[config.mk]
export PLATFORM = sky130hd
export DESIGN_NAME = pbd_top
export DESIGN_NICKNAME = d
export VERILOG_FILES = /design/src/rtl/pbd_pkg.sv /design/src/rtl/pbd_top.sv
export SDC_FILE = /design/constraint.sdc
export NUM_CORES = 1
export LEC_CHECK = 0
export BUFFER_PORTS_ARGS = -buffer_cell sky130_fd_sc_hd__buf_2
export CORE_ASPECT_RATIO = 0.6
export CORE_UTILIZATION = 35
export DETAILED_ROUTE_END_ITERATION = 7
export SLEW_MARGIN = 20
export SYNTH_ARGS = -nofsm -noshare
export SYNTH_HDL_FRONTEND = slang
export SYNTH_SLANG_ARGS = --single-unit
[constraint.sdc]
create_clock -name MCLK_I -period 3.1 [get_ports MCLK_I]
set_clock_uncertainty 0.1 [all_clocks]
set_input_delay 0.62 -clock MCLK_I [delete_from_list [all_inputs] [get_ports MCLK_I]]
set_output_delay 0.62 -clock MCLK_I [all_outputs]
set_load 0.005 [all_outputs]
[src/rtl/pbd_pkg.sv]
// Constants, command codes and carrier types of the background debug block.
// Assumes a single 50 MHz clock and 16-bit serial debug words.
package pbd_pkg;
	// APB register byte offsets and field positions.
	localparam logic [7:0] CTRL_OFS = 8'h00;
	localparam logic [7:0] STAT_OFS = 8'h04;
	localparam logic [7:0] SPACE_OFS = 8'h08;
	localparam logic [7:0] BLOCK_OFS = 8'h0C;
	localparam int CTRL_TRACE = 0;
	localparam int CTRL_FLOW = 1;
	localparam int CTRL_BK_BGND = 2;
	localparam int CTRL_SHOW = 3;
	localparam int STAT_BGND = 0;
	localparam int STAT_ERR = 1;
	localparam int STAT_PRST = 2;
	localparam int STAT_PEND = 3;
	localparam int SPACE_SRC = 0;
	localparam int SPACE_DST = 4;
	localparam logic [3:0] CTRL_RST = 4'h0;
	localparam logic [2:0] SPACE_RST = 3'h0;
	// Exception vector numbers.
	localparam logic [7:0] VEC_ILLEGAL = 8'h04;
	localparam logic [7:0] VEC_TRACE = 8'h09;
	localparam logic [7:0] VEC_LINE_A = 8'h0A;
	localparam logic [7:0] VEC_LINE_F = 8'h0B;
	localparam logic [7:0] VEC_BKPT = 8'h0C;
	localparam logic [15:0] BKPT_OPC_LO = 16'h4848;
	localparam logic [15:0] BKPT_OPC_HI = 16'h484F;
	// Peripheral reset length in clock cycles.
	localparam int RST_CYCLES = 512;
	localparam logic [8:0] RST_LAST = 9'(RST_CYCLES - 1);
	// Serial word framing and fixed answer words.
	localparam logic [3:0] LAST_BIT = 4'hF;
	localparam logic [15:0] NULL_WORD = 16'h0000;
	localparam logic [15:0] ERR_WORD = 16'hFFFF;
	// Command codes in bits 15:12 of a command word.
	localparam logic [3:0] C_NOP = 4'h0;
	localparam logic [3:0] C_RD_REG = 4'h1;
	localparam logic [3:0] C_WR_REG = 4'h2;
	localparam logic [3:0] C_RD_SYS = 4'h3;
	localparam logic [3:0] C_WR_SYS = 4'h4;
	localparam logic [3:0] C_READ = 4'h5;
	localparam logic [3:0] C_WRITE = 4'h6;
	localparam logic [3:0] C_DUMP = 4'h7;
	localparam logic [3:0] C_FILL = 4'h8;
	localparam logic [3:0] C_GO = 4'h9;
	localparam logic [3:0] C_CALL = 4'hA;
	localparam logic [3:0] C_RST = 4'hB;
	localparam logic [1:0] SZ_BYTE = 2'h0;
	localparam logic [1:0] SZ_WORD = 2'h1;
	localparam logic [1:0] SZ_LONG = 2'h2;

	typedef enum logic [2:0] {
		OP_RD_REG, OP_WR_REG, OP_RD_SYS, OP_WR_SYS, OP_RD_MEM, OP_WR_MEM, OP_STACK_PC
	} pbd_op_t;

	typedef struct packed {
		pbd_op_t op;
		logic [31:0] addr;
		logic [31:0] wdata;
		logic [1:0] size;
		logic [2:0] space;
	} pbd_acc_t;

	typedef enum logic [1:0] {ST_CMD, ST_OPND, ST_ACCESS} pbd_state_t;
endpackage

[src/rtl/pbd_top.sv]
// Background debug, trace, breakpoint and pipeline tracking logic of a processor core.
// Assumes the core reports its events synchronously and answers debug accesses with an ack.
`timescale 1ns/1ps

// How it works
// - Trace exception after every completed instruction
// - Optional trace only on flow changes
// - Opcodes 4848 to 484F are breakpoint illegals
// - Illegal, A-line, F-line get distinct vectors
// - Dispatch command once all words arrived
// - Results shift out during next word
// - Pipe advance output marks pipeline advances
// - Pipe fill output marks fills and flushes
// - External breakpoint; internal only with show cycles
// - Flushed prefetch breakpoints dropped, operands acknowledged
// - Breakpoint takes vector 12 or background
// - Read and write address or data registers
// - Read and write system control registers
// - Memory read uses source space code
// - Memory write uses destination space code
// - Block dump: read then read-continue
// - Block fill: write then write-continue
// - Resume flushes pipeline, runs at PC
// - Patch stacks PC, runs patch code
// - Peripheral reset held 512 cycles
// - No-operation command changes nothing
// - Enter background on breakpoint, instruction, double fault
module pbd_top (
	// Clock and reset
	input wire logic MCLK_I,
	input wire logic RESET_I,
	// APB slave
	input wire logic PSEL_I,
	input wire logic PENABLE_I,
	input wire logic PWRITE_I,
	input wire logic [7:0] PADDR_I,
	input wire logic [31:0] PWDATA_I,
	output logic [31:0] PRDATA_O,
	output logic PREADY_O,
	output logic PSLVERR_O,
	// Core execution events
	input wire logic INSN_DONE_I,
	input wire logic INSN_FLOW_I,
	input wire logic OPCODE_VALID_I,
	input wire logic [15:0] OPCODE_I,
	input wire logic ILLEGAL_I,
	input wire logic BGND_INSN_I,
	input wire logic DOUBLE_FAULT_I,
	// Pipeline tracking
	input wire logic PIPE_ADV_I,
	input wire logic PIPE_FILL_I,
	input wire logic PIPE_FLUSH_I,
	output logic PIPE_ADVANCE_OUT_O,
	output logic PIPE_FILL_CYCLE_OUT_O,
	// Breakpoints
	input wire logic BKPT_I,
	input wire logic BKPT_PREFETCH_I,
	input wire logic BKPT_INTERNAL_I,
	input wire logic PREFETCH_EXEC_I,
	// Exception and mode outputs
	output logic EXC_REQ_O,
	output logic [7:0] EXC_VEC_O,
	output logic BGND_O,
	output logic RESUME_O,
	output logic PATCH_O,
	output logic PERIPH_RESET_O,
	// Serial debug port
	input wire logic SER_CLK_I,
	input wire logic SER_DIN_I,
	output logic SER_DOUT_O,
	// Debug access to the core
	output logic DBG_REQ_O,
	output pbd_pkg::pbd_acc_t DBG_ACC_O,
	input wire logic DBG_ACK_I,
	input wire logic [31:0] DBG_RDATA_I
);
	logic [3:0] ctrl, next_ctrl;
	logic [2:0] src_space, next_src_space, dst_space, next_dst_space;
	logic [31:0] next_prdata;
	logic next_pready, next_pslverr, clr_err, apb_wr;
	logic bkpt_pend, next_bkpt_pend, next_exc_req;
	logic [7:0] next_exc_vec;
	logic bkpt_seen, bkpt_ack, trace_hit, opc_bkpt, line_a, line_f, enter_bgnd;
	pbd_pkg::pbd_state_t state, next_state;
	logic sclk_q, word_done, launch, next_bgnd, next_resume, next_patch, next_req;
	logic [3:0] bit_cnt, next_bit_cnt, cmd, next_cmd, cmd_w;
	logic [15:0] in_sh, next_in_sh, out_sh, next_out_sh, in_word, res_hi, next_res_hi;
	logic [15:0] res_lo, next_res_lo, cmd_word, next_cmd_word;
	logic [1:0] res_n, next_res_n, size_w;
	logic [2:0] left, next_left;
	logic [63:0] opnd, next_opnd;
	logic [31:0] blk_addr, next_blk_addr, step;
	logic [1:0] blk_size, next_blk_size;
	logic cmd_err, next_cmd_err, next_prst;
	logic [8:0] rst_cnt, next_rst_cnt;
	pbd_pkg::pbd_acc_t next_acc;

	// Words that still have to follow a command word.
	function automatic logic [2:0] need_words(input logic [15:0] c);
		logic [2:0] n;
		n = 3'h0;
		case (c[15:12])
			pbd_pkg::C_WR_REG, pbd_pkg::C_WR_SYS, pbd_pkg::C_READ: n = 3'h2;
			pbd_pkg::C_WRITE: n = (c[1:0] == pbd_pkg::SZ_LONG) ? 3'h4 : 3'h3;
			pbd_pkg::C_FILL: n = (c[1:0] == pbd_pkg::SZ_LONG) ? 3'h2 : 3'h1;
			default: n = 3'h0;
		endcase
		return n;
	endfunction

	// APB slave: one wait-free access phase, ready answered from a flop.
	assign apb_wr = PSEL_I & PENABLE_I & PREADY_O & PWRITE_I;
	assign clr_err = apb_wr & (PADDR_I == pbd_pkg::STAT_OFS) & PWDATA_I[pbd_pkg::STAT_ERR];

	always_comb begin
		next_ctrl = ctrl;
		next_src_space = src_space;
		next_dst_space = dst_space;
		next_pready = PSEL_I & ~PENABLE_I;
		next_pslverr = 1'b0;
		next_prdata = 32'h0000_0000;
		if (PSEL_I & ~PENABLE_I) begin
			case (PADDR_I)
				pbd_pkg::CTRL_OFS: next_prdata = {28'h000_0000, ctrl};
				pbd_pkg::STAT_OFS: next_prdata = {16'h0000, EXC_VEC_O, 4'h0, bkpt_pend,
					PERIPH_RESET_O, cmd_err, BGND_O};
				pbd_pkg::SPACE_OFS: next_prdata = {25'h000_0000, dst_space, 1'b0, src_space};
				pbd_pkg::BLOCK_OFS: next_prdata = blk_addr;
				default: next_pslverr = 1'b1;
			endcase
		end
		if (apb_wr & (PADDR_I == pbd_pkg::CTRL_OFS)) begin
			next_ctrl = PWDATA_I[3:0];
		end
		if (apb_wr & (PADDR_I == pbd_pkg::SPACE_OFS)) begin
			next_src_space = PWDATA_I[pbd_pkg::SPACE_SRC +: 3];
			next_dst_space = PWDATA_I[pbd_pkg::SPACE_DST +: 3];
		end
	end

	always_ff @(posedge MCLK_I) begin
		if (RESET_I) begin
			ctrl <= pbd_pkg::CTRL_RST;
			src_space <= pbd_pkg::SPACE_RST;
			dst_space <= pbd_pkg::SPACE_RST;
			PRDATA_O <= 32'h0000_0000;
			PREADY_O <= 1'b0;
			PSLVERR_O <= 1'b0;
		end else begin
			ctrl <= next_ctrl;
			src_space <= next_src_space;
			dst_space <= next_dst_space;
			PRDATA_O <= next_prdata;
			PREADY_O <= next_pready;
			PSLVERR_O <= next_pslverr;
		end
	end

	// Execution events. The core is halted in background, so its events are ignored there.
	assign bkpt_seen = BKPT_I & (~BKPT_INTERNAL_I | ctrl[pbd_pkg::CTRL_SHOW]);
	assign bkpt_ack = ~BGND_O & ((bkpt_seen & ~BKPT_PREFETCH_I) | (bkpt_pend & PREFETCH_EXEC_I));
	assign trace_hit = INSN_DONE_I & ctrl[pbd_pkg::CTRL_TRACE]
		& (~ctrl[pbd_pkg::CTRL_FLOW] | INSN_FLOW_I);
	assign opc_bkpt = OPCODE_I >= pbd_pkg::BKPT_OPC_LO && OPCODE_I <= pbd_pkg::BKPT_OPC_HI;
	assign line_a = OPCODE_VALID_I & (OPCODE_I[15:12] == 4'hA);
	assign line_f = OPCODE_VALID_I & (OPCODE_I[15:12] == 4'hF);
	assign enter_bgnd = ~BGND_O & ((bkpt_ack & ctrl[pbd_pkg::CTRL_BK_BGND]) | BGND_INSN_I
		| DOUBLE_FAULT_I);

	always_comb begin
		next_exc_req = 1'b0;
		next_exc_vec = EXC_VEC_O;
		// A new prefetch breakpoint wins over a flush in the same cycle.
		next_bkpt_pend = (bkpt_pend & ~PREFETCH_EXEC_I & ~PIPE_FLUSH_I)
			| (~BGND_O & bkpt_seen & BKPT_PREFETCH_I);
		if (~BGND_O & ~enter_bgnd) begin
			next_exc_req = bkpt_ack | line_f | line_a | (OPCODE_VALID_I & (ILLEGAL_I | opc_bkpt))
				| trace_hit;
			if (bkpt_ack) begin
				next_exc_vec = pbd_pkg::VEC_BKPT;
			end else if (line_f) begin
				next_exc_vec = pbd_pkg::VEC_LINE_F;
			end else if (line_a) begin
				next_exc_vec = pbd_pkg::VEC_LINE_A;
			end else if (OPCODE_VALID_I & (ILLEGAL_I | opc_bkpt)) begin
				next_exc_vec = pbd_pkg::VEC_ILLEGAL;
			end else if (trace_hit) begin
				next_exc_vec = pbd_pkg::VEC_TRACE;
			end
		end
	end

	always_ff @(posedge MCLK_I) begin
		if (RESET_I) begin
			EXC_REQ_O <= 1'b0;
			EXC_VEC_O <= 8'h00;
			bkpt_pend <= 1'b0;
			PIPE_ADVANCE_OUT_O <= 1'b0;
			PIPE_FILL_CYCLE_OUT_O <= 1'b0;
		end else begin
			EXC_REQ_O <= next_exc_req;
			EXC_VEC_O <= next_exc_vec;
			bkpt_pend <= next_bkpt_pend;
			PIPE_ADVANCE_OUT_O <= PIPE_ADV_I;
			PIPE_FILL_CYCLE_OUT_O <= PIPE_FILL_I | PIPE_FLUSH_I | next_resume;
		end
	end

	// Serial command engine. Bits move MSB first on each sampled rising serial clock.
	assign in_word = {in_sh[14:0], SER_DIN_I};
	assign word_done = SER_CLK_I & ~sclk_q & (bit_cnt == pbd_pkg::LAST_BIT);
	assign SER_DOUT_O = out_sh[15];
	assign step = (blk_size == pbd_pkg::SZ_LONG) ? 32'h0000_0004 :
		(blk_size == pbd_pkg::SZ_WORD) ? 32'h0000_0002 : 32'h0000_0001;

	always_comb begin
		next_state = state;
		next_bit_cnt = bit_cnt;
		next_in_sh = in_sh;
		next_out_sh = out_sh;
		next_res_hi = res_hi;
		next_res_lo = res_lo;
		next_res_n = res_n;
		next_cmd = cmd;
		next_cmd_word = cmd_word;
		next_left = left;
		next_opnd = opnd;
		next_blk_addr = blk_addr;
		next_blk_size = blk_size;
		next_req = DBG_REQ_O;
		next_acc = DBG_ACC_O;
		next_bgnd = BGND_O | enter_bgnd;
		next_resume = 1'b0;
		next_patch = 1'b0;
		next_cmd_err = cmd_err & ~clr_err;
		next_prst = PERIPH_RESET_O;
		next_rst_cnt = rst_cnt;
		launch = 1'b0;
		cmd_w = cmd;
		size_w = cmd_word[1:0];
		if (PERIPH_RESET_O) begin
			next_rst_cnt = rst_cnt + 9'h001;
			next_prst = rst_cnt != pbd_pkg::RST_LAST;
		end
		if (SER_CLK_I & ~sclk_q) begin
			next_in_sh = in_word;
			next_bit_cnt = bit_cnt + 4'h1;
			next_out_sh = {out_sh[14:0], 1'b0};
		end
		if (word_done) begin
			// The pending result leaves while the next word comes in.
			next_out_sh = (res_n != 2'h0) ? res_hi : pbd_pkg::NULL_WORD;
			next_res_hi = res_lo;
			next_res_n = (res_n != 2'h0) ? res_n - 2'h1 : 2'h0;
			next_opnd = {opnd[47:0], in_word};
			if (BGND_O & state == pbd_pkg::ST_CMD) begin
				next_cmd = in_word[15:12];
				next_cmd_word = in_word;
				next_left = need_words(in_word);
				launch = need_words(in_word) == 3'h0;
				next_state = launch ? pbd_pkg::ST_CMD : pbd_pkg::ST_OPND;
				cmd_w = in_word[15:12];
				size_w = in_word[1:0];
			end else if (BGND_O & state == pbd_pkg::ST_OPND) begin
				next_left = left - 3'h1;
				launch = left == 3'h1;
				next_state = launch ? pbd_pkg::ST_CMD : pbd_pkg::ST_OPND;
			end
		end
		if (launch) begin
			next_acc.size = pbd_pkg::SZ_LONG;
			next_acc.addr = {28'h000_0000, next_cmd_word[3:0]};
			next_acc.wdata = next_opnd[31:0];
			next_acc.space = src_space;
			next_req = 1'b1;
			next_state = pbd_pkg::ST_ACCESS;
			case (cmd_w)
				pbd_pkg::C_RD_REG: next_acc.op = pbd_pkg::OP_RD_REG;
				pbd_pkg::C_WR_REG: next_acc.op = pbd_pkg::OP_WR_REG;
				pbd_pkg::C_RD_SYS: next_acc.op = pbd_pkg::OP_RD_SYS;
				pbd_pkg::C_WR_SYS: next_acc.op = pbd_pkg::OP_WR_SYS;
				pbd_pkg::C_READ, pbd_pkg::C_DUMP: begin
					next_acc.op = pbd_pkg::OP_RD_MEM;
					next_acc.space = src_space;
					if (cmd_w == pbd_pkg::C_READ) begin
						next_acc.size = size_w;
						next_acc.addr = next_opnd[31:0];
						next_blk_size = size_w;
					end else begin
						next_acc.size = blk_size;
						next_acc.addr = blk_addr + step;
					end
					next_blk_addr = next_acc.addr;
				end
				pbd_pkg::C_WRITE, pbd_pkg::C_FILL: begin
					next_acc.op = pbd_pkg::OP_WR_MEM;
					next_acc.space = dst_space;
					next_acc.size = (cmd_w == pbd_pkg::C_WRITE) ? size_w : blk_size;
					if (next_acc.size != pbd_pkg::SZ_LONG) begin
						next_acc.wdata = {16'h0000, next_opnd[15:0]};
					end
					if (cmd_w == pbd_pkg::C_FILL) begin
						next_acc.addr = blk_addr + step;
					end else if (size_w == pbd_pkg::SZ_LONG) begin
						next_acc.addr = next_opnd[63:32];
						next_blk_size = size_w;
					end else begin
						next_acc.addr = next_opnd[47:16];
						next_blk_size = size_w;
					end
					next_blk_addr = next_acc.addr;
				end
				pbd_pkg::C_CALL: next_acc.op = pbd_pkg::OP_STACK_PC;
				pbd_pkg::C_GO: begin
					next_req = 1'b0;
					next_state = pbd_pkg::ST_CMD;
					next_bgnd = 1'b0;
					next_resume = 1'b1;
				end
				pbd_pkg::C_RST: begin
					next_req = 1'b0;
					next_state = pbd_pkg::ST_CMD;
					next_prst = 1'b1;
					next_rst_cnt = 9'h000;
				end
				pbd_pkg::C_NOP: begin
					next_req = 1'b0;
					next_state = pbd_pkg::ST_CMD;
				end
				default: begin
					next_req = 1'b0;
					next_state = pbd_pkg::ST_CMD;
					next_cmd_err = 1'b1;
					next_out_sh = pbd_pkg::ERR_WORD;
					next_res_n = 2'h0;
				end
			endcase
		end
		if (state == pbd_pkg::ST_ACCESS & DBG_ACK_I) begin
			next_req = 1'b0;
			next_state = pbd_pkg::ST_CMD;
			if (DBG_ACC_O.op == pbd_pkg::OP_STACK_PC) begin
				next_bgnd = 1'b0;
				next_patch = 1'b1;
			end else if (DBG_ACC_O.op inside {pbd_pkg::OP_RD_REG, pbd_pkg::OP_RD_SYS,
				pbd_pkg::OP_RD_MEM}) begin
				if (DBG_ACC_O.size == pbd_pkg::SZ_LONG) begin
					next_res_hi = DBG_RDATA_I[31:16];
					next_res_lo = DBG_RDATA_I[15:0];
					next_res_n = 2'h2;
				end else begin
					next_res_hi = (DBG_ACC_O.size == pbd_pkg::SZ_BYTE) ?
						{8'h00, DBG_RDATA_I[7:0]} : DBG_RDATA_I[15:0];
					next_res_n = 2'h1;
				end
				// A result arriving between words goes out on the very next word.
				if (bit_cnt == 4'h0 && !(SER_CLK_I & ~sclk_q)) begin
					next_out_sh = next_res_hi;
					next_res_hi = next_res_lo;
					next_res_n = next_res_n - 2'h1;
				end
			end
		end
		if (~next_bgnd) begin
			next_state = pbd_pkg::ST_CMD;
		end
	end

	always_ff @(posedge MCLK_I) begin
		if (RESET_I) begin
			state <= pbd_pkg::ST_CMD;
			sclk_q <= 1'b0;
			bit_cnt <= 4'h0;
			in_sh <= 16'h0000;
			out_sh <= 16'h0000;
			res_hi <= 16'h0000;
			res_lo <= 16'h0000;
			res_n <= 2'h0;
			cmd <= 4'h0;
			cmd_word <= 16'h0000;
			left <= 3'h0;
			opnd <= 64'h0000_0000_0000_0000;
			blk_addr <= 32'h0000_0000;
			blk_size <= 2'h0;
			DBG_REQ_O <= 1'b0;
			DBG_ACC_O <= '0;
			BGND_O <= 1'b0;
			RESUME_O <= 1'b0;
			PATCH_O <= 1'b0;
			cmd_err <= 1'b0;
			PERIPH_RESET_O <= 1'b0;
			rst_cnt <= 9'h000;
		end else begin
			state <= next_state;
			sclk_q <= SER_CLK_I;
			bit_cnt <= next_bit_cnt;
			in_sh <= next_in_sh;
			out_sh <= next_out_sh;
			res_hi <= next_res_hi;
			res_lo <= next_res_lo;
			res_n <= next_res_n;
			cmd <= next_cmd;
			cmd_word <= next_cmd_word;
			left <= next_left;
			opnd <= next_opnd;
			blk_addr <= next_blk_addr;
			blk_size <= next_blk_size;
			DBG_REQ_O <= next_req;
			DBG_ACC_O <= next_acc;
			BGND_O <= next_bgnd;
			RESUME_O <= next_resume;
			PATCH_O <= next_patch;
			cmd_err <= next_cmd_err;
			PERIPH_RESET_O <= next_prst;
			rst_cnt <= next_rst_cnt;
		end
	end

	// Checks. Helper counter measures how long the peripheral reset stays high.
	logic [9:0] prst_len;
	always_ff @(posedge MCLK_I) begin
		if (RESET_I) begin
			prst_len <= 10'h000;
		end else begin
			prst_len <= PERIPH_RESET_O ? prst_len + 10'h001 : 10'h000;
		end
	end
endmodule

==> impl_metrics.prom, run 1 <==
# TYPE chip_impl_metric gauge
chip_impl_metric{name="count_of_endpoints_failing_hold_in_the_final_timing_report",unit=""} 0
chip_impl_metric{name="yosys_register_bits",unit=""} 320
chip_impl_info{name="mostFrequentLayoutCell",value="dfxtp_1"} 1
chip_impl_metric{name="die_h",unit="um"} 165
chip_impl_metric{name="finalCritPeriodShare",unit="%"} 96.8
chip_impl_metric{name="post_cts_setup_repair_buffer_count",unit=""} 0
chip_impl_info{name="cp-end-kind",value="flop"} 1
chip_impl_metric{name="power.share.combinational",unit="%"} 3.5
chip_impl_metric{name="grt_start_max_net_pins",unit=""} 139
chip_impl_info{name="reg2reg_to",value="DBG_ACC_O[69]"} 1
chip_impl_metric{name="cp.buffers_inverters",unit=""} 3
chip_impl_info{name="path_common_cell",value="buf_12"} 1
chip_impl_metric{name="leakage",unit="uW"} 0.00733
chip_impl_metric{name="max_cap_violations",unit=""} 0
chip_impl_metric{name="grt.overflow.total",unit=""} 0
chip_impl_info{name="holdPathEnd",value="PIPE_ADVANCE_OUT_O"} 1
chip_impl_metric{name="share_seq_of_total_power",unit="%"} 47.6
chip_impl_metric{name="final_cell_area",unit="um2"} 19300
chip_impl_info{name="holdCritPathClass",value="in2reg"} 1
chip_impl_metric{name="post_route_cells_drive_above_1_share",unit="%"} 21.5
chip_impl_metric{name="gp_routability_congestion",unit=""} 0.935
chip_impl_metric{name="synthArstFlopShare",unit="%"} 0
chip_impl_metric{name="num-fill-cells",unit=""} 4319
chip_impl_info{name="final_cell_mix",value="dfxtp_1 (320), nand2_1 (278), buf_2 (198)"} 1
chip_impl_metric{name="fraction_of_the_yosys_area_taken_by_sequential_cells",unit="%"} 41.3
chip_impl_metric{name="worst_reg_to_reg_cells",unit=""} 8
chip_impl_info{name="holdCritStartpoint",value="PIPE_ADV_I"} 1
chip_impl_metric{name="route.detailed.vias_per_inst",unit=""} 5.68
chip_impl_metric{name="cts_hold_buffers",unit=""} 0
chip_impl_metric{name="regArea",unit="um2"} 6410
chip_impl_metric{name="grt_pass1_wl",unit="um"} 86100
chip_impl_metric{name="dpl.cell_count",unit=""} 2702
chip_impl_info{name="critical_path.cell_chain",value="or3b_1 > nor3_4 > buf_12 > buf_12 > mux2i_1 > buf_4 > o22ai_1 > a2111oi_0"} 1
chip_impl_metric{name="synthToLayoutAreaGrowth",unit="%"} 24.3
chip_impl_metric{name="start_util",unit="%"} 35.7
chip_impl_metric{name="count_of_unique_library_cells_instantiated_by_yosys",unit=""} 76
chip_impl_info{name="synth_ff_type",value="dfxtp_1"} 1
chip_impl_metric{name="die-area",unit="um2"} 45200
chip_impl_metric{name="worst_skew_pair.late_latency",unit="ps"} 530
chip_impl_metric{name="post_drt_wl_per_cell",unit="um"} 20.7
chip_impl_metric{name="cp.arrival",unit="ps"} 3270
chip_impl_metric{name="yosysTopAreaCellShare",unit="%"} 41.3
chip_impl_metric{name="htree_levels",unit=""} 2
chip_impl_metric{name="boundaryPins",unit=""} 232
chip_impl_metric{name="power.density_cell_area",unit="nW/um2"} 450
chip_impl_metric{name="required",unit="ps"} 3370
chip_impl_metric{name="intPower",unit="uW"} 6700
chip_impl_metric{name="core.rowCount",unit=""} 59
chip_impl_metric{name="n_antenna_cell",unit=""} 0
chip_impl_metric{name="ant_nets",unit=""} 0
chip_impl_metric{name="final_max_slew_viol_count",unit=""} 0
chip_impl_info{name="critPathLaunchType",value="flop"} 1
chip_impl_metric{name="clock_power_share",unit="%"} 48.9
chip_impl_metric{name="drt_pre_antenna_iters",unit=""} 6
chip_impl_metric{name="number_of_resized_instances_in_the_post_cts_repair_step",unit=""} 0
chip_impl_metric{name="placement.cell_area",unit="um2"} 18100
chip_impl_metric{name="die_x",unit="um"} 274
chip_impl_metric{name="footprint_of_the_multi_input_gates",unit="um2"} 8470
chip_impl_metric{name="post_layout_nonfiller_instances",unit=""} 2761
chip_impl_metric{name="cts.sink_count",unit=""} 320
chip_impl_metric{name="detailed_place_hpwl",unit="um"} 42100
chip_impl_metric{name="port_buffers",unit=""} 199
chip_impl_info{name="run_status",value="completed"} 1
chip_impl_metric{name="slowest_delay",unit="ps"} 570
chip_impl_metric{name="cts_buffers",unit=""} 35
chip_impl_metric{name="gr-usage-all-layers",unit="%"} 24.7
chip_impl_info{name="rsz0062_at_grt",value="true"} 1
chip_impl_metric{name="wirelength",unit="um"} 57300
chip_impl_metric{name="avgSynthCellArea",unit="um2"} 8.11
chip_impl_metric{name="yosys_warnings",unit=""} 0
chip_impl_metric{name="setup_violations",unit=""} 0
chip_impl_metric{name="worst_hold_slack",unit="ps"} 201
chip_impl_metric{name="vias_in_the_first_global_route",unit=""} 14300
chip_impl_metric{name="fin_crit",unit="ps"} 3000
chip_impl_info{name="critical-path-top-delay-family",value="simple AND/OR/NAND/NOR gates"} 1
chip_impl_metric{name="max-clock-path-buffers",unit=""} 3
chip_impl_metric{name="sw_frac_of_total",unit="%"} 22.8
chip_impl_info{name="timing.setup.critical_path_class",value="reg2reg"} 1
chip_impl_metric{name="antenna_found_initial",unit=""} 0
chip_impl_metric{name="nNetsFinal",unit=""} 2282
chip_impl_metric{name="net_switching_power_of_the_design",unit="uW"} 1970
chip_impl_metric{name="holdPathStages",unit=""} 2
chip_impl_info{name="tritoncts_clock_tree",value="done"} 1
chip_impl_metric{name="rrSetupSlack",unit="ps"} 100
chip_impl_metric{name="drc_errors",unit=""} 0
chip_impl_metric{name="worst_setup_hold_path_clk_slew",unit="ps"} 60
chip_impl_metric{name="critical_path.max_fanout",unit=""} 13
chip_impl_metric{name="core-area",unit="um2"} 43500
chip_impl_metric{name="synthesis.area",unit="um2"} 15500
chip_impl_metric{name="maxSlewHeadroom",unit="%"} 33.5
chip_impl_metric{name="syn_inst",unit=""} 1912
chip_impl_metric{name="max_freq",unit="GHz"} 0.333
chip_impl_metric{name="vdd.ir_drop.worst",unit="mV"} 0.343
chip_impl_info{name="timing.rr.start",value="state[1]"} 1
chip_impl_metric{name="detail_route.iter0.violations",unit=""} 1644
chip_impl_info{name="clock-root-buffer",value="clkbuf_16"} 1
chip_impl_metric{name="via_count",unit=""} 15700
chip_impl_metric{name="synth-edff-count",unit=""} 0
chip_impl_info{name="slowest_stage",value="or3b_1"} 1
chip_impl_info{name="top_cells_by_area_synth",value="dfxtp_1 (41%), nand2_1 (6.7%), a21oi_1 (6.3%)"} 1
chip_impl_info{name="netlist.top_cell.by_area",value="dfxtp_1"} 1
chip_impl_metric{name="max_slew.worst_pin.slew",unit="ps"} 984
chip_impl_metric{name="final_core_util",unit="%"} 44.3
[cells in the mapped netlist, drive strengths merged, types with 7 or more instances]
master,n
buf,39
o2bb2ai,18
ha,12
o31ai,10
mux2,10
xor2,12
a21oi,197
clkbuf,115
a311oi,28
nand4,19
nand3b,10
and2,24
o22a,10
nor2b,19
a221oi,24
mux2i,87
and4,8
a2bb2oi,7
or3,9
nor2,183
nor3,55
and3,18
a211oi,60
nand3,53
dfxtp,320
nand2,279
nor4,7
xnor2,11
a31oi,45
nand2b,10
inv,26
a22oi,12
or4,12
o21ai,71
o211ai,12
[sequential cells by signal, indices dropped and copies added (netlist names), 3 cells and up]
| name | count |
|---|---|
| DBG_ACC_O | 72 |
| opnd | 64 |
| PRDATA_O | 32 |
| blk_addr | 32 |
| out_sh | 16 |
| res_hi | 16 |
| res_lo | 16 |
| in_sh | 15 |
| rst_cnt | 9 |
| EXC_VEC_O | 4 |
| bit_cnt | 4 |
| cmd | 4 |
| cmd_word | 4 |
| ctrl | 4 |
| dst_space | 3 |
| left | 3 |
| src_space | 3 |
[power groups by stage]
stage	combinational, uW	sequential (uW)	clock (uW)
floorplan	167	4220	0
global placement	297	4220	0
detailed placement	304	4220	0
CTS	304	4130	4320
global route	332	4130	4500
finish	306	4130	4240
[cells by family (layout without fill, tap and decap cells)]
logic type	count (synthesis)	in the layout	synth area share, %
AO/OA/AOI/OAI	544	544	22.9
XOR/XNOR	23	23	1.30
AND/OR/NAND/NOR	731	731	22.0
other	1	4	0.0242
multiplexers	100	100	6.78
buffers and inverters	180	447	4.62
adder cells (fa/ha/maj)	13	13	1.10
flip-flops	320	320	41.3
[per-layer routing]
layer | wire length (um) | GRT usage (%)
met2 | 23400 | 34.9
met1 | 28000 | 37.6
met4 | 1020 | 5.46
met5 | 0 | 0
met3 | 4790 | 4.93
[stage by stage]
step                      setup TNS [ps]  setup slack [ps]  total power, uW
after detailed placement           -40.6             -40.6             4520
after floorplan                        0               287             4390
after global placement                 0              29.9             4520
after global routing                -130             -37.3             8960
after CTS                              0               101             8750
final                                  0              98.7             8670
[how the worst max path moves through the flow]
stage	start	endpoint	slack, ps	depth (start not counted)
floorplan	blk_size[0]	DBG_ACC_O[64]	290	11
global placement	SER_CLK_I	DBG_ACC_O[38]	30	10
detailed placement	SER_CLK_I	DBG_ACC_O[69]	-40	10
finish	state[1]	DBG_ACC_O[69]	100	8
CTS	state[1]	DBG_ACC_O[71]	100	7
global route	state[1]	out_sh[10]	-40	9
[layout make-up]
class                   count  share of cell area (%)
repair buffers            362                    12.6
multi-input cells        1415                    43.9
clock inverters            10                   0.455
flip-flops and latches    320                    33.2
inverters                  26                   0.506
well taps                 579                    3.76
clock buffers              49                    5.51
No activity file was read; power rests on OpenSTA's default activity.
==> run 2: changes to the inputs <==
- BUFFER_PORTS_ARGS: -buffer_cell sky130_fd_sc_hd__buf_2 -> unset
- DONT_BUFFER_PORTS: unset -> 1
==> run 2 against run 1 <==
Routed wire length fell by 0.12%. Combinational power fell by 40%. Critical path depth rose by 1. Setup slack got worse by 3.6 ps. Worst hold slack got worse by 110 ps. Register-to-register slack barely moved. Largest cell class unchanged. Largest power group unchanged. Highest routed layer is now met5.
==> impl_metrics.prom, run 2 (synthesized netlist as in run 1, its figures left out) <==
# TYPE chip_impl_metric gauge
chip_impl_info{name="run_status",value="completed"} 1
chip_impl_metric{name="detail_route.iter0.violations",unit=""} 1670
chip_impl_metric{name="fin_crit",unit="ps"} 3000
chip_impl_metric{name="finalCritPeriodShare",unit="%"} 96.9
chip_impl_metric{name="cp.arrival",unit="ps"} 3380
chip_impl_info{name="timing.setup.critical_path_class",value="reg2reg"} 1
chip_impl_info{name="cp-end-kind",value="flop"} 1
chip_impl_metric{name="boundaryPins",unit=""} 232
chip_impl_metric{name="count_of_endpoints_failing_hold_in_the_final_timing_report",unit=""} 0
chip_impl_metric{name="power.density_cell_area",unit="nW/um2"} 471
chip_impl_metric{name="core-area",unit="um2"} 43500
chip_impl_metric{name="final_core_util",unit="%"} 41.6
chip_impl_metric{name="antenna_found_initial",unit=""} 1
chip_impl_metric{name="gp_routability_congestion",unit=""} 0.967
chip_impl_info{name="holdPathEnd",value="dst_space[2]"} 1
chip_impl_metric{name="max-clock-path-buffers",unit=""} 3
chip_impl_metric{name="max_cap_violations",unit=""} 0
chip_impl_metric{name="die_x",unit="um"} 274
chip_impl_metric{name="n_antenna_cell",unit=""} 0
chip_impl_metric{name="worst_skew_pair.late_latency",unit="ps"} 550
chip_impl_metric{name="placement.cell_area",unit="um2"} 16900
chip_impl_metric{name="max_freq",unit="GHz"} 0.333
chip_impl_info{name="tritoncts_clock_tree",value="done"} 1
chip_impl_metric{name="worst_setup_hold_path_clk_slew",unit="ps"} 60
chip_impl_metric{name="post_drt_wl_per_cell",unit="um"} 22.4
chip_impl_metric{name="setup_ws",unit="ps"} 95.1
chip_impl_metric{name="max_slew.worst_pin.slew",unit="ps"} 1030
chip_impl_info{name="reg2reg_to",value="DBG_ACC_O[56]"} 1
chip_impl_metric{name="detailed_place_hpwl",unit="um"} 41000
chip_impl_metric{name="grt_start_max_net_pins",unit=""} 213
chip_impl_metric{name="port_buffers",unit=""} 0
chip_impl_metric{name="tns",unit="ps"} 0
chip_impl_metric{name="cts.sink_count",unit=""} 320
chip_impl_info{name="slowest_stage",value="a221oi_1"} 1
chip_impl_metric{name="post-place-ws",unit="ps"} -16.7
chip_impl_info{name="timing.rr.start",value="BGND_O"} 1
chip_impl_metric{name="maxSlewHeadroom",unit="%"} 30.6
chip_impl_metric{name="final_cell_area",unit="um2"} 18100
chip_impl_metric{name="vdd.ir_drop.worst",unit="mV"} 0.422
chip_impl_metric{name="flip_flop_count_of_the_largest_register_after_layout",unit=""} 72
chip_impl_info{name="mostFrequentLayoutCell",value="dfxtp_1"} 1
chip_impl_info{name="path_common_cell",value="buf_4"} 1
chip_impl_metric{name="route.detailed.vias_per_inst",unit=""} 5.89
chip_impl_metric{name="critical_path.max_fanout",unit=""} 5
chip_impl_metric{name="ant_nets",unit=""} 0
chip_impl_metric{name="wirelength",unit="um"} 57200
chip_impl_info{name="clock-root-buffer",value="clkbuf_16"} 1
chip_impl_metric{name="nNetsFinal",unit=""} 2070
chip_impl_metric{name="start_util",unit="%"} 35.7
chip_impl_info{name="max_flop_register",value="DBG_ACC_O"} 1
chip_impl_metric{name="post_route_cells_drive_above_1_share",unit="%"} 12.8
chip_impl_metric{name="holdPathStages",unit=""} 1
chip_impl_info{name="holdCritStartpoint",value="RESET_I"} 1
chip_impl_metric{name="final_max_slew_viol_count",unit=""} 0
chip_impl_info{name="holdCritPathClass",value="in2reg"} 1
chip_impl_metric{name="num-fill-cells",unit=""} 4370
chip_impl_info{name="rsz0062_at_grt",value="true"} 1
chip_impl_metric{name="die-area",unit="um2"} 45200
chip_impl_metric{name="die_h",unit="um"} 165
chip_impl_metric{name="cts_buffers",unit=""} 35
chip_impl_info{name="top_registers",value="DBG_ACC_O: 72 flops, opnd: 64 flops"} 1
chip_impl_info{name="final_cell_mix",value="dfxtp_1 (320), nand2_1 (278), a21oi_1 (196)"} 1
chip_impl_metric{name="slowest_delay",unit="ps"} 730
chip_impl_metric{name="drt_pre_antenna_iters",unit=""} 6
chip_impl_info{name="critical_path.cell_chain",value="or3b_1 > buf_4 > mux2i_1 > nand2_1 > buf_4 > a221oi_1 > buf_4 > nor2_1 > a21oi_1"} 1
chip_impl_metric{name="vias_in_the_first_global_route",unit=""} 13700
chip_impl_metric{name="htree_levels",unit=""} 2
chip_impl_metric{name="cts_hold_buffers",unit=""} 0
chip_impl_metric{name="required",unit="ps"} 3470
chip_impl_metric{name="core.rowCount",unit=""} 59
chip_impl_metric{name="report.power.total",unit="uW"} 8510
chip_impl_metric{name="grt.overflow.total",unit=""} 0
chip_impl_metric{name="setup_violations",unit=""} 0
chip_impl_metric{name="rrSetupSlack",unit="ps"} 100
chip_impl_metric{name="via_count",unit=""} 15000
chip_impl_info{name="critPathLaunchType",value="flop"} 1
chip_impl_metric{name="synthToLayoutAreaGrowth",unit="%"} 16.6
chip_impl_metric{name="grt_pass1_wl",unit="um"} 84900
chip_impl_metric{name="leakage",unit="uW"} 0.00625
chip_impl_metric{name="gr-usage-all-layers",unit="%"} 24.5
chip_impl_metric{name="worst_reg_to_reg_cells",unit=""} 9
chip_impl_metric{name="drc_errors",unit=""} 0
==> run 2: metrics by stage <==
stage	hold slack, ps	cells
after CTS	64.7	2550
after global placement	340	2490
after global routing	72.1	2550
final	92.6	2550
after floorplan	331	1915
after detailed placement	342	2490
==> run 2: report_power, final <==
group,leakage (uW),internal [uW],switching [uW]
clock network,0.000542,2400,1800
registers,0.00258,4120,10.1
logic,0.00313,66.0,118
==> run 2: routing by layer <==
layer	up-vias	GRT usage, %	wire, um
li1	7008	-	-
met1	7240	35.7	25800
met2	692	34.8	23500
met3	69	7.65	6820
met4	2	4.88	948
met5	-	1.10	68
==> run 2: cell type report <==
class                   instances  area, um2  share of cell area [%]
well taps                     579        724                    4.01
inverters                      26       97.6                   0.540
flip-flops and latches        320       6410                    35.4
clock inverters                10        110                   0.609
clock buffers                  50        992                    5.49
repair buffers                150       1260                    6.99
multi-input cells            1415       8480                    46.9
==> run 2: how the worst max path moves through the flow <==
stage | startpoint | to | slack (ps) | cells after the start
floorplan | blk_size[0] | DBG_ACC_O[64] | 290 | 11
global placement | blk_size[1] | blk_addr[29] | 80 | 10
CTS | blk_size[0] | DBG_ACC_O[63] | 20 | 12
global route | blk_size[0] | DBG_ACC_O[63] | -10 | 12
detailed placement | blk_size[1] | blk_addr[29] | -20 | 10
finish | BGND_O | DBG_ACC_O[56] | 100 | 9
==> run 2: critical path: cells and delay by family, from the launching register on <==
kind                   cells  cell delay [ps]
AOI/OAI and AO/OA          2              840
buffers and inverters      3              600
DFF                        1              490
muxes                      1              270
and+or+nand+nor            3              640
==> run 2: timing repair <==
| action | CTS | global route |
|---|---|---|
| setup buffers | 0 | 0 |
| resized for setup | 2 | 8 |
| endpoints found under the setup margin | 2 | 8 |
| hold endpoints to repair | 0 | 0 |
| gates cloned | 0 | 0 |
| pin swaps | 0 | 0 |
==> run 3: changes to the inputs <==
- ABC_AREA: unset -> 1
- CORE_UTILIZATION: 35 -> 45
- SETUP_SLACK_MARGIN: unset -> 0.4
==> run 3 against run 2 <==
The flow now finishes with violations (design-rule violations). Area after synthesis grew 4.5%. Via count grew 6.6%. Cell count grew 12%. Clock power shrank 1%. Total power is essentially flat. Setup slack gained 380 ps. Clock-buffer cell count shrank 5. Global-route usage grew 6.4 points. Largest power group is now registers.
==> impl_metrics.prom, run 3 <==
# TYPE chip_impl_metric gauge
chip_impl_metric{name="detailed_place_hpwl",unit="um"} 41500
chip_impl_metric{name="cp.arrival",unit="ps"} 2940
chip_impl_metric{name="nNetsFinal",unit=""} 2481
chip_impl_metric{name="holdPathStages",unit=""} 1
chip_impl_metric{name="via_count",unit=""} 16000
chip_impl_metric{name="critical_path.max_fanout",unit=""} 5
chip_impl_info{name="tritoncts_clock_tree",value="done"} 1
chip_impl_info{name="critPathLaunchType",value="flop"} 1
chip_impl_info{name="rsz0062_at_grt",value="true"} 1
chip_impl_info{name="top_registers",value="DBG_ACC_O: 72 flops, opnd: 64 flops"} 1
chip_impl_metric{name="max_freq",unit="GHz"} 0.382
chip_impl_metric{name="antenna_found_initial",unit=""} 2
chip_impl_metric{name="die-area",unit="um2"} 36800
chip_impl_metric{name="flip_flop_count_of_the_largest_register_after_layout",unit=""} 72
chip_impl_metric{name="final_max_slew_viol_count",unit=""} 0
chip_impl_info{name="final_cell_mix",value="nand2_1 (529), dfxtp_1 (316), nor2_1 (254)"} 1
chip_impl_metric{name="grt_start_max_net_pins",unit=""} 142
chip_impl_metric{name="fin_crit",unit="ps"} 2620
chip_impl_metric{name="wirelength",unit="um"} 59300
chip_impl_metric{name="vias_in_the_first_global_route",unit=""} 14100
chip_impl_metric{name="leakage",unit="uW"} 0.00758
chip_impl_metric{name="post_layout_nonfiller_instances",unit=""} 2846
chip_impl_metric{name="port_buffers",unit=""} 0
chip_impl_info{name="holdPathEnd",value="bkpt_pend"} 1
chip_impl_metric{name="htree_levels",unit=""} 2
chip_impl_metric{name="yosys_warnings",unit=""} 0
chip_impl_metric{name="core-area",unit="um2"} 35200
chip_impl_metric{name="avgSynthCellArea",unit="um2"} 6.84
chip_impl_info{name="most_instantiated_library_cell_after_synthesis",value="nand2_1"} 1
chip_impl_info{name="timing.setup.critical_path_class",value="reg2reg"} 1
chip_impl_metric{name="cts_buffers",unit=""} 34
chip_impl_info{name="timing.rr.start",value="blk_size[0]"} 1
chip_impl_metric{name="count_of_endpoints_failing_hold_in_the_final_timing_report",unit=""} 0
chip_impl_metric{name="die_x",unit="um"} 247
chip_impl_info{name="run_status",value="complete, but fails checks"} 1
chip_impl_metric{name="yosys_register_bits",unit=""} 320
chip_impl_metric{name="cts.sink_count",unit=""} 320
chip_impl_metric{name="gr-usage-all-layers",unit="%"} 31.0
chip_impl_metric{name="synthesis.area",unit="um2"} 16200
chip_impl_info{name="holdCritPathClass",value="in2reg"} 1
chip_impl_metric{name="max-clock-path-buffers",unit=""} 3
chip_impl_metric{name="tns",unit="ps"} 0
chip_impl_info{name="netlist.top_cell.by_area",value="dfxtp_1"} 1
chip_impl_metric{name="vdd.ir_drop.worst",unit="mV"} 0.327
chip_impl_metric{name="count_of_unique_library_cells_instantiated_by_yosys",unit=""} 54
chip_impl_metric{name="post_drt_wl_per_cell",unit="um"} 20.8
chip_impl_metric{name="required",unit="ps"} 3420
chip_impl_metric{name="maxSlewHeadroom",unit="%"} 42.0
chip_impl_metric{name="yosysTopAreaCellShare",unit="%"} 39.6
chip_impl_metric{name="max_cap_violations",unit=""} 0
chip_impl_info{name="clock-root-buffer",value="clkbuf_16"} 1
chip_impl_info{name="max_flop_register",value="DBG_ACC_O"} 1
chip_impl_metric{name="route.detailed.vias_per_inst",unit=""} 5.63
chip_impl_metric{name="core.rowCount",unit=""} 53
chip_impl_metric{name="rrSetupSlack",unit="ps"} 480
chip_impl_metric{name="grt.overflow.total",unit=""} 0
chip_impl_metric{name="max_slew.worst_pin.slew",unit="ps"} 869
chip_impl_info{name="top_cells_by_area_synth",value="dfxtp_1 (40%), nand2_1 (13%), o21ai_0 (7.0%)"} 1
chip_impl_metric{name="synth-edff-count",unit=""} 0
chip_impl_info{name="synth.cells.most_frequent",value="nand2_1 (542), dfxtp_1 (320), nor2_1 (267)"} 1
chip_impl_metric{name="worst_reg_to_reg_cells",unit=""} 14
chip_impl_metric{name="n_antenna_cell",unit=""} 0
chip_impl_metric{name="boundaryPins",unit=""} 232
chip_impl_metric{name="cts_hold_buffers",unit=""} 0
chip_impl_info{name="mostFrequentLayoutCell",value="nand2_1"} 1
chip_impl_metric{name="dpl.cell_count",unit=""} 2762
chip_impl_metric{name="gp_routability_congestion",unit=""} 0.945
chip_impl_metric{name="worst_setup_hold_path_clk_slew",unit="ps"} 70
chip_impl_metric{name="drt_pre_antenna_iters",unit=""} 8
chip_impl_metric{name="power.density_cell_area",unit="nW/um2"} 463
chip_impl_metric{name="setup_violations",unit=""} 0
chip_impl_metric{name="detail_route.iter0.violations",unit=""} 1661
chip_impl_info{name="holdCritStartpoint",value="RESET_I"} 1
chip_impl_metric{name="syn_inst",unit=""} 2368
chip_impl_metric{name="grt_pass1_wl",unit="um"} 86200
chip_impl_metric{name="start_util",unit="%"} 46.0
chip_impl_metric{name="finalCritPeriodShare",unit="%"} 84.5
chip_impl_metric{name="post_route_cells_drive_above_1_share",unit="%"} 12.1
chip_impl_metric{name="synthToLayoutAreaGrowth",unit="%"} 13.4
chip_impl_metric{name="report.power.total",unit="uW"} 8500
chip_impl_metric{name="drc_errors",unit=""} 4
chip_impl_metric{name="die_h",unit="um"} 149
chip_impl_metric{name="worst_skew_pair.late_latency",unit="ps"} 540
chip_impl_info{name="reg2reg_to",value="DBG_ACC_O[55]"} 1
chip_impl_metric{name="synthArstFlopShare",unit="%"} 0
chip_impl_info{name="failed_checks",value="design-rule violations"} 1
chip_impl_metric{name="ant_nets",unit=""} 0
chip_impl_info{name="synth_ff_type",value="dfxtp_1"} 1
chip_impl_metric{name="fraction_of_the_yosys_area_taken_by_sequential_cells",unit="%"} 39.6
chip_impl_info{name="cp-end-kind",value="flop"} 1
chip_impl_metric{name="num-fill-cells",unit=""} 3436
## run 3: cell types whose count changed after synthesis, sizes merged, moves of 71 or more
cell	previous run	this run
nand2	279	562
nand3	53	159
o21ai	71	256
inv	26	236
nor2	183	276
mux2i	87	16
## run 3: stage by stage
step / area [um2] / util (%) / hold WS [ps] / setup WS, ps
final: 18400 / 52.2 / 51.5 / 480
after global routing: 18400 / 52.2 / 44.1 / 368
after CTS: 18000 / 51.1 / 46.6 / 397
after detailed placement: 16600 / 47.1 / 359 / 10.9
after global placement: 16600 / 47.1 / 357 / 48.1
after floorplan: 16200 / - / 339 / 475
## run 3: where the power goes
part | internal (uW) | switching (uW) | total, uW
sequential | 4130 | 27.5 | 4160
combinational | 53.4 | 139 | 192
clock | 2380 | 1770 | 4150
total | 6560 | 1940 | 8500
## run 3: area by class of cell
type                            count  area [um2]  area share [%]
Clock buffer                       45         933            5.08
Clock inverter                     11         148           0.804
Timing Repair inverter              1        7.51          0.0409
Sequential cell                   320        6410            34.9
Inverter                          238         916            4.99
Timing Repair Buffer               90         887            4.83
Multi-Input combinational cell   1674        8480            46.2
Tap cell                          467         584            3.18
## run 3: routing by layer
metal / share of wire, % / up-vias / track usage (%) / wire [um]
li1: - / 7652 / - / -
met1: 47 / 7537 / 47.2 / 27600
met2: 39 / 737 / 40.1 / 22800
met3: 13 / 81 / 12.3 / 7870
met4: 1.6 / 2 / 5.31 / 952
met5: 0.022 / - / 0 / 13
## run 3: logic make-up (layout without fill, tap and decap cells)
family / after synthesis / after routing / synth area share [%]
AND/OR/NAND/NOR: 1121 / 1124 / 30.0
XOR/XNOR: 22 / 22 / 1.19
other: 1 / 4 / 0.0232
flip-flops: 320 / 320 / 39.6
multiplexers: 16 / 16 / 0.989
adder cells (fa/ha/maj): 13 / 13 / 1.05
AO/OA/AOI/OAI: 495 / 495 / 16.9
buffers and inverters: 380 / 385 / 10.3
## run 3: critical path, stage by stage, from the launching register on
cell	delay [ps]
dfxtp_2	350
inv_2	70
ha_4	270
ha_4	130
fa_2	210
nand2_2	70
a21oi_4	210
nand3_4	170
nor2_4	220
nand2_2	90
xor2_2	160
nand2_1	70
and2_1	140
nand3_1	100
nor2b_1	150
## run 3: worst max-delay path by stage
stage,to,slack (ps),start,cells after the start
2_1_floorplan,DBG_ACC_O[55],470,blk_size[0],14
3_3_place_gp,blk_addr[2],50,SER_CLK_I,16
3_5_place_dp,blk_addr[2],10,SER_CLK_I,16
4_1_cts,blk_addr[28],400,blk_size[0],17
5_1_grt,DBG_ACC_O[55],370,blk_size[0],15
6_report,DBG_ACC_O[55],480,blk_size[0],14
## run 3: what timing repair did
action / 4_1_cts / 5_1_grt
cloned: 4 / 3
setup endpoints to repair: 108 / 89
pin swaps: 10 / 16
buffers inserted: 10 / 11
gates resized for setup: 48 / 54
